### config.mk
export PLATFORM = sky130hd
export DESIGN_NAME = tewpm_timer
export DESIGN_NICKNAME = d
export VERILOG_FILES = /design/src/verilog/tewpm_pkg.sv /design/src/verilog/tewpm_pin_if.sv /design/src/verilog/tewpm_pin_front.sv /design/src/verilog/tewpm_timer.sv
export SDC_FILE = /design/constraint.sdc
export NUM_CORES = 1
export LEC_CHECK = 0
export ABC_AREA = 1
export BUFFER_PORTS_ARGS = -buffer_cell sky130_fd_sc_hd__buf_4
export CAP_MARGIN = 30
export CORE_MARGIN = 3
export CORE_UTILIZATION = 47
export CTS_CLUSTER_SIZE = 40
export DETAILED_ROUTE_END_ITERATION = 8
export HOLD_SLACK_MARGIN = 0.06
export PLACE_DENSITY_LB_ADDON = 0.08
export SKIP_LAST_GASP = 1
export SLEW_MARGIN = 30
export SYNTH_ARGS = -nofsm -noshare
export SYNTH_HDL_FRONTEND = slang
export SYNTH_SLANG_ARGS = --single-unit
### constraint.sdc
create_clock -name sys_clk -period 2.15 [get_ports sys_clk]
set_input_delay 0.1075 -clock sys_clk [delete_from_list [all_inputs] [get_ports sys_clk]]
set_output_delay 0.1075 -clock sys_clk [all_outputs]
set_load 0.01 [all_outputs]
### src/verilog/tewpm_pkg.sv
// ============================================================
// shared constants for the event, window and pulse timer
package tewpm_pkg;

    // counter, period and capture width
    localparam int CNT_W = 16;

    // operating mode codes
    localparam logic [1:0] MODE_EVENT  = 2'h1;
    localparam logic [1:0] MODE_WINDOW = 2'h2;
    localparam logic [1:0] MODE_PULSE  = 2'h3;

    // start control codes
    localparam logic [1:0] START_STOP = 2'h0;
    localparam logic [1:0] START_RISE = 2'h1;
    localparam logic [1:0] WIN_HIGH   = 2'h2;
    localparam logic [1:0] WIN_LOW    = 2'h3;

    // capture edge mode values
    localparam logic CAP_SINGLE = 1'h1;

    // prescaler width and tick masks per source clock select
    localparam int         PRE_W     = 11;
    localparam logic [10:0] DIV_MASK0 = 11'h7FF;
    localparam logic [10:0] DIV_MASK1 = 11'h07F;
    localparam logic [10:0] DIV_MASK2 = 11'h007;
    localparam logic [10:0] DIV_MASK3 = 11'h000;

    // reset values and single-edge load value
    localparam logic [15:0] CNT_RST = 16'h0000;
    localparam logic [15:0] CAP_RST = 16'h0000;
    localparam logic [15:0] CNT_ONE = 16'h0001;

    // pulse measurement phases
    typedef enum logic [1:0] {
        PW_WAIT,
        PW_FIRST,
        PW_SECOND
    } tewpm_pw_t;

endpackage

### src/verilog/tewpm_pin_if.sv
`timescale 1ns/1ps
// ============================================================
// synchronised pin state and source clock tick
interface tewpm_pin_if;
    logic level;    // synchronised pin level
    logic rise;     // one-cycle rising edge
    logic fall;     // one-cycle falling edge
    logic src_tick; // one-cycle internal source clock tick

    modport src  (output level, output rise, output fall, output src_tick);
    modport sink (input level, input rise, input fall, input src_tick);
endinterface

### src/verilog/tewpm_pin_front.sv
`timescale 1ns/1ps
// ============================================================
// pin synchroniser, edge detector and source clock prescaler
module tewpm_pin_front (
    input  wire logic       sys_clk,             // system clock
    input  wire logic       rst,                 // async reset, high
    input  wire logic       timer_one_input_pin, // raw input pin
    input  wire logic [1:0] source_clock_select, // prescaler select
    tewpm_pin_if.src        pin                  // to the counter
);

    logic                         sync1;
    logic                         sync2;
    logic                         sync3;
    logic [tewpm_pkg::PRE_W-1:0]  pre;
    logic [tewpm_pkg::PRE_W-1:0]  next_pre;
    logic [tewpm_pkg::PRE_W-1:0]  mask;

    // ============================================================
    // two-stage synchroniser plus history flop for edges
    always_ff @(posedge sys_clk or posedge rst) begin
        if (rst) begin
            sync1 <= 1'h0;
            sync2 <= 1'h0;
            sync3 <= 1'h0;
        end else begin
            sync1 <= timer_one_input_pin;
            sync2 <= sync1;
            sync3 <= sync2;
        end
    end

    // edges seen only after the second stage
    assign pin.level = sync2;
    assign pin.rise  = sync2 & ~sync3;
    assign pin.fall  = ~sync2 & sync3;

    // ============================================================
    // free-running prescaler
    always_comb begin
        next_pre = pre + 11'h001;
        unique case (source_clock_select)
            2'h0: mask = tewpm_pkg::DIV_MASK0;
            2'h1: mask = tewpm_pkg::DIV_MASK1;
            2'h2: mask = tewpm_pkg::DIV_MASK2;
            2'h3: mask = tewpm_pkg::DIV_MASK3;
        endcase
    end

    always_ff @(posedge sys_clk or posedge rst) begin
        if (rst) begin
            pre <= 11'h000;
        end else begin
            pre <= next_pre;
        end
    end

    // tick once per divided period
    assign pin.src_tick = ((pre & mask) == 11'h000);

endmodule

### src/verilog/tewpm_timer.sv
`timescale 1ns/1ps
// ============================================================
// 16-bit event, window and pulse measurement counter
// Overview of operation
// - event mode counts each selected edge of the input pin
// - event mode match with period raises interrupt and clears counter
// - event mode match is checked on the edge opposite the counting edge
// - auto-capture copies live counter into capture register on each counting edge (event) or gated source tick (window)
// - window mode counts gated source ticks, match interrupts and clears
// - window start code 10 counts while high, 11 while low
// - pulse mode starts on trigger edge, then counts source ticks
// - single edge: opposite edge captures, interrupts, sets counter to one, waits trigger
// - double edge: capture both edges, clear only on trigger
// - single edge counter holds at one until next trigger
module tewpm_timer (
    input  wire logic        sys_clk,             // 200 MHz system clock
    input  wire logic        rst,                 // async reset, high
    input  wire logic        timer_one_input_pin, // external pulse pin
    input  wire logic [1:0]  timer_mode,          // 1 event, 2 window, 3 pulse
    input  wire logic [1:0]  start_edge_select,   // 00 stop, else start code
    input  wire logic [1:0]  source_clock_select, // internal source clock
    input  wire logic        auto_capture_enable, // live counter capture
    input  wire logic        capture_edge_mode,   // 1 single, 0 double
    input  wire logic [15:0] period_compare_reg,  // match value
    output logic      [15:0] capture_result_reg,  // captured count
    output logic      [15:0] counter_value,       // live counter
    output logic             timer_match_irq      // one-cycle interrupt
);

    tewpm_pin_if         pin ();
    logic                running;
    logic                trig_edge;
    logic                opp_edge;
    logic                gate;
    logic                at_match;
    logic [15:0]         cnt;
    logic [15:0]         next_cnt;
    logic [15:0]         next_cap;
    logic                next_irq;
    tewpm_pkg::tewpm_pw_t pw;
    tewpm_pkg::tewpm_pw_t next_pw;

    // ============================================================
    // pin front end
    tewpm_pin_front u_front (
        .sys_clk             (sys_clk),
        .rst                 (rst),
        .timer_one_input_pin (timer_one_input_pin),
        .source_clock_select (source_clock_select),
        .pin                 (pin)
    );

    // start code decode: 01 rising trigger, 10 or 11 falling
    assign running   = (start_edge_select != tewpm_pkg::START_STOP);
    assign trig_edge = (start_edge_select == tewpm_pkg::START_RISE) ? pin.rise : pin.fall;
    assign opp_edge  = (start_edge_select == tewpm_pkg::START_RISE) ? pin.fall : pin.rise;
    assign gate      = (start_edge_select == tewpm_pkg::WIN_HIGH) ? pin.level : ~pin.level;
    assign at_match  = (cnt == period_compare_reg);

    // ============================================================
    // counter, capture and interrupt next values
    always_comb begin
        next_cnt = cnt;
        next_cap = capture_result_reg;
        next_irq = 1'h0;
        next_pw  = pw;
        if (!running) begin
            next_cnt = tewpm_pkg::CNT_RST;
            next_pw  = tewpm_pkg::PW_WAIT;
        end else begin
            unique case (timer_mode)
                tewpm_pkg::MODE_EVENT: begin
                    if (auto_capture_enable && trig_edge) begin
                        next_cap = cnt;
                    end
                    if (trig_edge) begin
                        next_cnt = cnt + 16'h0001;
                    end else if (opp_edge && at_match) begin
                        next_cnt = tewpm_pkg::CNT_RST;
                        next_irq = 1'h1;
                    end
                end
                tewpm_pkg::MODE_WINDOW: begin
                    if (pin.src_tick && gate) begin
                        if (auto_capture_enable) begin
                            next_cap = cnt;
                        end
                        if (at_match) begin
                            next_cnt = tewpm_pkg::CNT_RST;
                            next_irq = 1'h1;
                        end else begin
                            next_cnt = cnt + 16'h0001;
                        end
                    end
                end
                tewpm_pkg::MODE_PULSE: begin
                    unique case (pw)
                        tewpm_pkg::PW_WAIT: begin
                            if (trig_edge) begin
                                next_pw = tewpm_pkg::PW_FIRST;
                            end
                        end
                        tewpm_pkg::PW_FIRST: begin
                            if (opp_edge) begin
                                next_cap = cnt;
                                next_irq = 1'h1;
                                if (capture_edge_mode == tewpm_pkg::CAP_SINGLE) begin
                                    next_cnt = tewpm_pkg::CNT_ONE;
                                    next_pw  = tewpm_pkg::PW_WAIT;
                                end else begin
                                    next_pw  = tewpm_pkg::PW_SECOND;
                                    if (pin.src_tick) begin
                                        next_cnt = cnt + 16'h0001;
                                    end
                                end
                            end else if (pin.src_tick) begin
                                next_cnt = cnt + 16'h0001;
                            end
                        end
                        tewpm_pkg::PW_SECOND: begin
                            if (trig_edge) begin
                                next_cap = cnt;
                                next_irq = 1'h1;
                                next_cnt = tewpm_pkg::CNT_RST;
                                next_pw  = tewpm_pkg::PW_FIRST;
                            end else if (pin.src_tick) begin
                                next_cnt = cnt + 16'h0001;
                            end
                        end
                    endcase
                end
                default: begin
                    next_cnt = tewpm_pkg::CNT_RST;
                    next_pw  = tewpm_pkg::PW_WAIT;
                end
            endcase
        end
    end

    // ============================================================
    // state registers
    always_ff @(posedge sys_clk or posedge rst) begin
        if (rst) begin
            cnt                <= tewpm_pkg::CNT_RST;
            counter_value      <= tewpm_pkg::CNT_RST;
            capture_result_reg <= tewpm_pkg::CAP_RST;
            timer_match_irq    <= 1'h0;
            pw                 <= tewpm_pkg::PW_WAIT;
        end else begin
            cnt                <= next_cnt;
            counter_value      <= next_cnt;
            capture_result_reg <= next_cap;
            timer_match_irq    <= next_irq;
            pw                 <= next_pw;
        end
    end

    logic ev_on;
    logic win_on;
    logic pw_on;
    assign ev_on  = running && (timer_mode == tewpm_pkg::MODE_EVENT);
    assign win_on = running && (timer_mode == tewpm_pkg::MODE_WINDOW);
    assign pw_on  = running && (timer_mode == tewpm_pkg::MODE_PULSE);
endmodule

==> impl_metrics.ini, run 1 <==
[yosys]
synth_edf_count = 0
synthesis.yosys.warnings = 0
syn-cell-area_mm2 = 0.00311
ys_seq_area_share_pct = 39.4
synth_ff_type = dfrtp_1
synth_area_per_cell_um2 = 6.96
synthArstFlopShare_pct = 100
ys_ff_latch = 49
syn_nets = 483
synth.distinct_cells = 32
syn_inst = 447

[sta]
hold_viol_final = 0
fin_setup_tns_ns = 0
skew_ns = 0.0113
slew_violations = 0
min_period_ns = 1.96
max_slew.worst_pin.slew_ns = 0.548
relSlewSlack_pct = 63.4
fmax_mhz = 509
fin_crit_sh_pct = 91.4
finalSetupViolations = 0

[job]
drv_cap = 0

[worst_setup_path]
cp.required_ns = 2.36
worst-path-max-fanout = 6
reg2reg_depth = 11
r2r_slack_ns = 0.19
start_kind = flop
crit_type = flop to flop
cp.arrival_ns = 2.17
r2r-end = cnt[14]
r2r_start = cnt[1]
end_kind = flop

[worst_hold_path]
hp-start = capture_edge_mode
hold_depth = 4
worstHoldEndpoint = pw[1]
min_path_type = primary input to flop

[clock_network]
clk_latency_ns = 0.31
cts_max_level = 2
clock_path_buffers = 2
cts-root-buf = clkbuf_8
cts_made_buffers = 5
clkSinkCount = 49
post-cts-setup-buffers = 0
cts_tree = built
cts.clk_slew.worst_paths_ns = 0.10

[layout]
fin_nets = 549
syn2layout_area_growth_pct = 22.3
num_antenna_cells = 0
fin_util_pct = 59.6
drive_gt1_share_pct = 18.5

[routing]
drc = 0
first_pass_iters = 4
wl_per_cell_um = 11.9
wirelength_um = 7060
drt_iter0_markers = 124
via_per_inst = 4.92
vias = 2908
ant_nets = 0

[floorplan]
start_util_pct = 48.7
io_pins = 60
row_count = 29
die_w_um = 87.4
core_area_mm2 = 0.00639
die_y_um = 87.4
fp.dieArea_mm2 = 0.00763

[pwr]
power_leakage_nw = 2.01
ir_drop_v = 0.000321
pwr_density_cell_mw_per_mm2 = 539
finalPower_mw = 2.05

[placement]
hpwl_um = 5470
port_buffers = 59
routabilityCongestion = 0.875

[global_routing]
grt_max_degree = 26
antenna_found_initial = 0
grt_use_total_pct = 19.2
overflow = 0
grt_pass1_vias = 2684
grt_pass1_wl_um = 11900

[outcome]
outcome = finished clean
-- layer usage --
layer / up-vias / track usage (%) / part of all wire [%]
met5: - / 0 / 0
met4: 0 / 4.18 / 0.81
met3: 7 / 3.03 / 5.3
met2: 68 / 31.6 / 46
met1: 1301 / 26.6 / 48
li1: 1532 / - / -
-- placed cells by master (no fill, tap or decap), types with 2 or more instances in the layout --
cell type and instances:
dlygate4sd3_1 2, ha_1 9, inv_1 63, dfrtp_2 2
nand4_1 5, o21ai_0 9, o21ai_1 17, nor3_1 8
nand2_1 148, clkbuf_8 6, nand3_2 3, dfrtp_1 47
nand3_1 34, nand2_2 3, xnor2_1 5, buf_4 63
a21oi_1 13, inv_2 6, a21boi_1 5, nor2_1 45
xor2_1 5, nor2_2 2
-- stage by stage --
stage               hold slack [ns]  cell area, um2  cells  worst slack [ns]
floorplan                     0.139            3110    447             0.393
global placement              0.200            3650    581             0.109
detailed placement            0.198            3650    581             0.123
CTS                           0.145            3790    591             0.109
global route                  0.162            3800    591          -0.00829
finish                        0.153            3800    591             0.185
-- cells by family (layout without fill, tap and decap cells) --
group / Yosys count / count (layout) / share of synthesized area (%)
adders and majority gates: 9 / 9 / 3.62
and+or+nand+nor: 255 / 255 / 35.3
buffers and inverters: 76 / 143 / 9.93
xor gates and xnor gates: 10 / 10 / 2.81
DFF: 49 / 49 / 39.4
AOI/OAI and AO/OA: 48 / 48 / 8.93
-- where the power goes --
group          total, mW  switching, mW  internal, mW
sequential         0.961         0.0182         0.943
combinational      0.394          0.245         0.149
clock              0.696          0.318         0.379
total               2.05          0.581          1.47
-- final cells by class --
cell class	instances	area (um2)
sequential	49	1230
timing repair buffer	66	513
clock buffer	6	82.6
inverter	69	259
clock inverter	2	37.5
tap	77	96.3
multi-input combinational	322	1590
fill	620	2580
-- synth_stat cells (2+ instances only) --
cell	number	area, um2
dfrtp_1	49	1230
nor2_1	45	169
a21boi_1	5	37.5
nand2_2	3	18.8
o21ai_1	17	85.1
nand3_2	3	30.0
nand4_1	5	31.3
ha_1	9	113
nor2_2	2	12.5
xor2_1	5	43.8
o21ai_0	9	45.0
a21oi_1	13	65.1
nand2_1	148	556
inv_1	64	240
nand3_1	34	170
nor3_1	9	45.0
xnor2_1	5	43.8
inv_2	5	18.8
buf_2	4	20.0
-- critical path, cell delays in order (launching register included) --
cell and delay [ns]:
dfrtp_2 0.43, ha_1 0.19, nand2_1 0.09, nor2_2 0.15, nand2_1 0.13, nor2_1 0.15, nand2_1 0.08, nor3_1 0.24
nand3_1 0.11, nand3_1 0.11, nand2_1 0.05, a21boi_1 0.12
-- worst max path at each step --
stage / to / depth (start not counted) / from
after floorplan: cnt[12] / 11 / cnt[1]
after CTS: cnt[12] / 11 / cnt[0]
after global placement: cnt[12] / 11 / cnt[0]
final: cnt[14] / 11 / cnt[1]
after global routing: cnt[14] / 11 / cnt[0]
after detailed placement: cnt[12] / 11 / cnt[0]
-- repair_timing --
| action | CTS | global route |
|---|---|---|
| resized for setup | 0 | 4 |
| hold endpoints to repair | 25 | 0 |
| setup endpoints to repair | 0 | 3 |
| hold buffers | 2 | 0 |
Power figures use the tool's default switching activity.
==> run 2, diff against run 1 <==
--- a/config.mk
+++ b/config.mk
@@ -8,8 +8,10 @@
 export ABC_AREA = 1
 export BUFFER_PORTS_ARGS = -buffer_cell sky130_fd_sc_hd__buf_4
 export CAP_MARGIN = 30
+export CELL_PAD_IN_SITES_DETAIL_PLACEMENT = 0
+export CELL_PAD_IN_SITES_GLOBAL_PLACEMENT = 1
 export CORE_MARGIN = 3
-export CORE_UTILIZATION = 47
+export CORE_UTILIZATION = 39
 export CTS_CLUSTER_SIZE = 40
 export DETAILED_ROUTE_END_ITERATION = 8
 export HOLD_SLACK_MARGIN = 0.06
==> run 2 against run 1 <==
Effect of this change:
- wire length up 8.0%
- clock-buffer cell count down 1
- core utilization down 7.8 points
- fmax up 1.4%
- non-clock buffer count up 4
- critical path depth down 3
- clock skew about the same
- register-to-register slack better by 0.03 ns
- flip-flop and latch count unchanged
- die area up 19%
- cell count up 4.4%
- sequential share of layout area down 0.54 points
- largest cell class unchanged
==> impl_metrics.ini, run 2 (synthesis gave the netlist of run 1 again) <==
[clock_network]
clkSinkCount = 49
cts-root-buf = clkbuf_8
cts_max_level = 2
clock_path_buffers = 2
cts_tree = built
clk_latency_ns = 0.31
cts_made_buffers = 5
cts.clk_slew.worst_paths_ns = 0.10

[worst_setup_path]
crit_chain = inv_1, ha_1, inv_1, nand4_1, nand3_1, o211ai_4, nand3_1, a21boi_1
cpMaxStageDelayCell = dfrtp_1
cp.required_ns = 2.39
r2r_slack_ns = 0.21
start_kind = flop
end_kind = flop
worst-path-max-fanout = 9
crit_type = flop to flop
max_stage_delay_ns = 0.39
cp.arrival_ns = 2.18

[pwr]
intPower_mw = 1.56
power_frac_comb_pct = 18.6
finalPower_mw = 2.17
seq_power_share_pct = 44.3
ir_drop_v = 0.000334
p_sw_share_pct = 28.0
clkPwrFrac_pct = 37.1
power_leakage_nw = 2.02
power_switching_mw = 0.608
pwr_density_cell_mw_per_mm2 = 560

[sta]
fin_crit_sh_pct = 90.1
hold_viol_final = 0
rsz0062_at_grt = true
skew_ns = 0.0116
min_period_ns = 1.94
relSlewSlack_pct = 70.1
fmax_mhz = 516
slew_violations = 0
max_slew.worst_pin.slew_ns = 0.447
finalSetupViolations = 0
fin_setup_tns_ns = 0

[placement]
hpwl_um = 5980
dp_cells = 607
routabilityCongestion = 0.871
port_buffers = 59

[layout]
syn2layout_area_growth_pct = 24.5
num_antenna_cells = 0
layout_common_cells = nand2_1 (147), buf_4 (68), inv_1 (63), dfrtp_1 (46), nor2_1 (45)
drive_gt1_share_pct = 19.5
final_common_cell = nand2_1
fin_nets = 553
fin_cells = 617

[routing]
wirelength_um = 7630
drt_iter0_markers = 92
wl_per_cell_um = 12.4
vias = 2896
drc = 0
ant_nets = 0
via_per_inst = 4.69
first_pass_iters = 4

[outcome]
outcome = finished clean

[floorplan]
start_util_pct = 41.6
fp.dieArea_mm2 = 0.00909
die_w_um = 95.3
row_count = 31
die_y_um = 95.3
io_pins = 60
core_area_mm2 = 0.00749

[global_routing]
antenna_found_initial = 0
grt_use_total_pct = 18.2
grt_max_degree = 22
overflow = 0
grt_pass1_wl_um = 13000
grt_pass1_vias = 2768

[job]
drv_cap = 0

[worst_hold_path]
min_path_type = primary input to flop
run 2: layer usage:
layer  up-vias  share of wire [%]  GRT usage [%]
met5         -                  0              0
met4         0                1.2           4.57
met3         8                5.2           3.47
met2        66                 44           29.4
met1      1288                 49           25.0
li1       1534                  -              -
run 2: layout make-up:
class                      count  area (um2)
clock inverter                 3        68.8
multi-input combinational    322        1590
timing repair buffer          70         531
sequential                    49        1230
inverter                      69         259
fill                         751        3610
clock buffer                   5        68.8
tap                           99         124
run 2: final timing paths:
check | start | end | cells past startpoint
setup reg to reg | pw[0] | cnt[15] | 8
max in group asynchronous | rst | u_front.pre[4] | 4
min in group asynchronous | rst | capture_result_reg[1] | 3
hold reg to reg | u_front.sync1 | u_front.pin.level | 0
hold / removal | capture_edge_mode | pw[1] | 4
setup / recovery | pw[0] | cnt[15] | 8
run 2: timing repair:
item,4_1_cts,5_1_grt
endpoints found under the hold margin,20,0
hold buffers,2,0
setup buffers,0,0
endpoints found under the setup margin,0,11
gates resized for setup,0,6
run 2: power groups by stage:
stage          Clock [mW]  Sequential [mW]  Combinational, mW
6_report            0.806            0.961              0.403
5_1_grt             0.879            0.965              0.463
4_1_cts             0.833            0.960              0.405
3_5_place_dp            0            0.978              0.400
3_3_place_gp            0            0.978              0.397
2_1_floorplan           0            0.979              0.270
run 2: metrics by stage:
step / hold slack [ns] / util, % / setup WS, ns / area (um2)
after global placement: 0.156 / 49.4 / 0.0256 / 3700
final: 0.153 / 51.7 / 0.212 / 3870
after global routing: 0.157 / 51.7 / -0.00843 / 3870
after CTS: 0.143 / 51.5 / 0.0742 / 3850
after floorplan: 0.139 / - / 0.393 / 3110
after detailed placement: 0.155 / 49.4 / 0.0937 / 3700
run 2: critical path, delay by kind of cell (launching register included):
kind                       cells  cell delay [ns]
adders and majority gates      1             0.27
and+or+nand+nor                3             0.47
AOI/OAI and AO/OA              2             0.53
buffers and inverters          2             0.20
DFF                            1             0.39
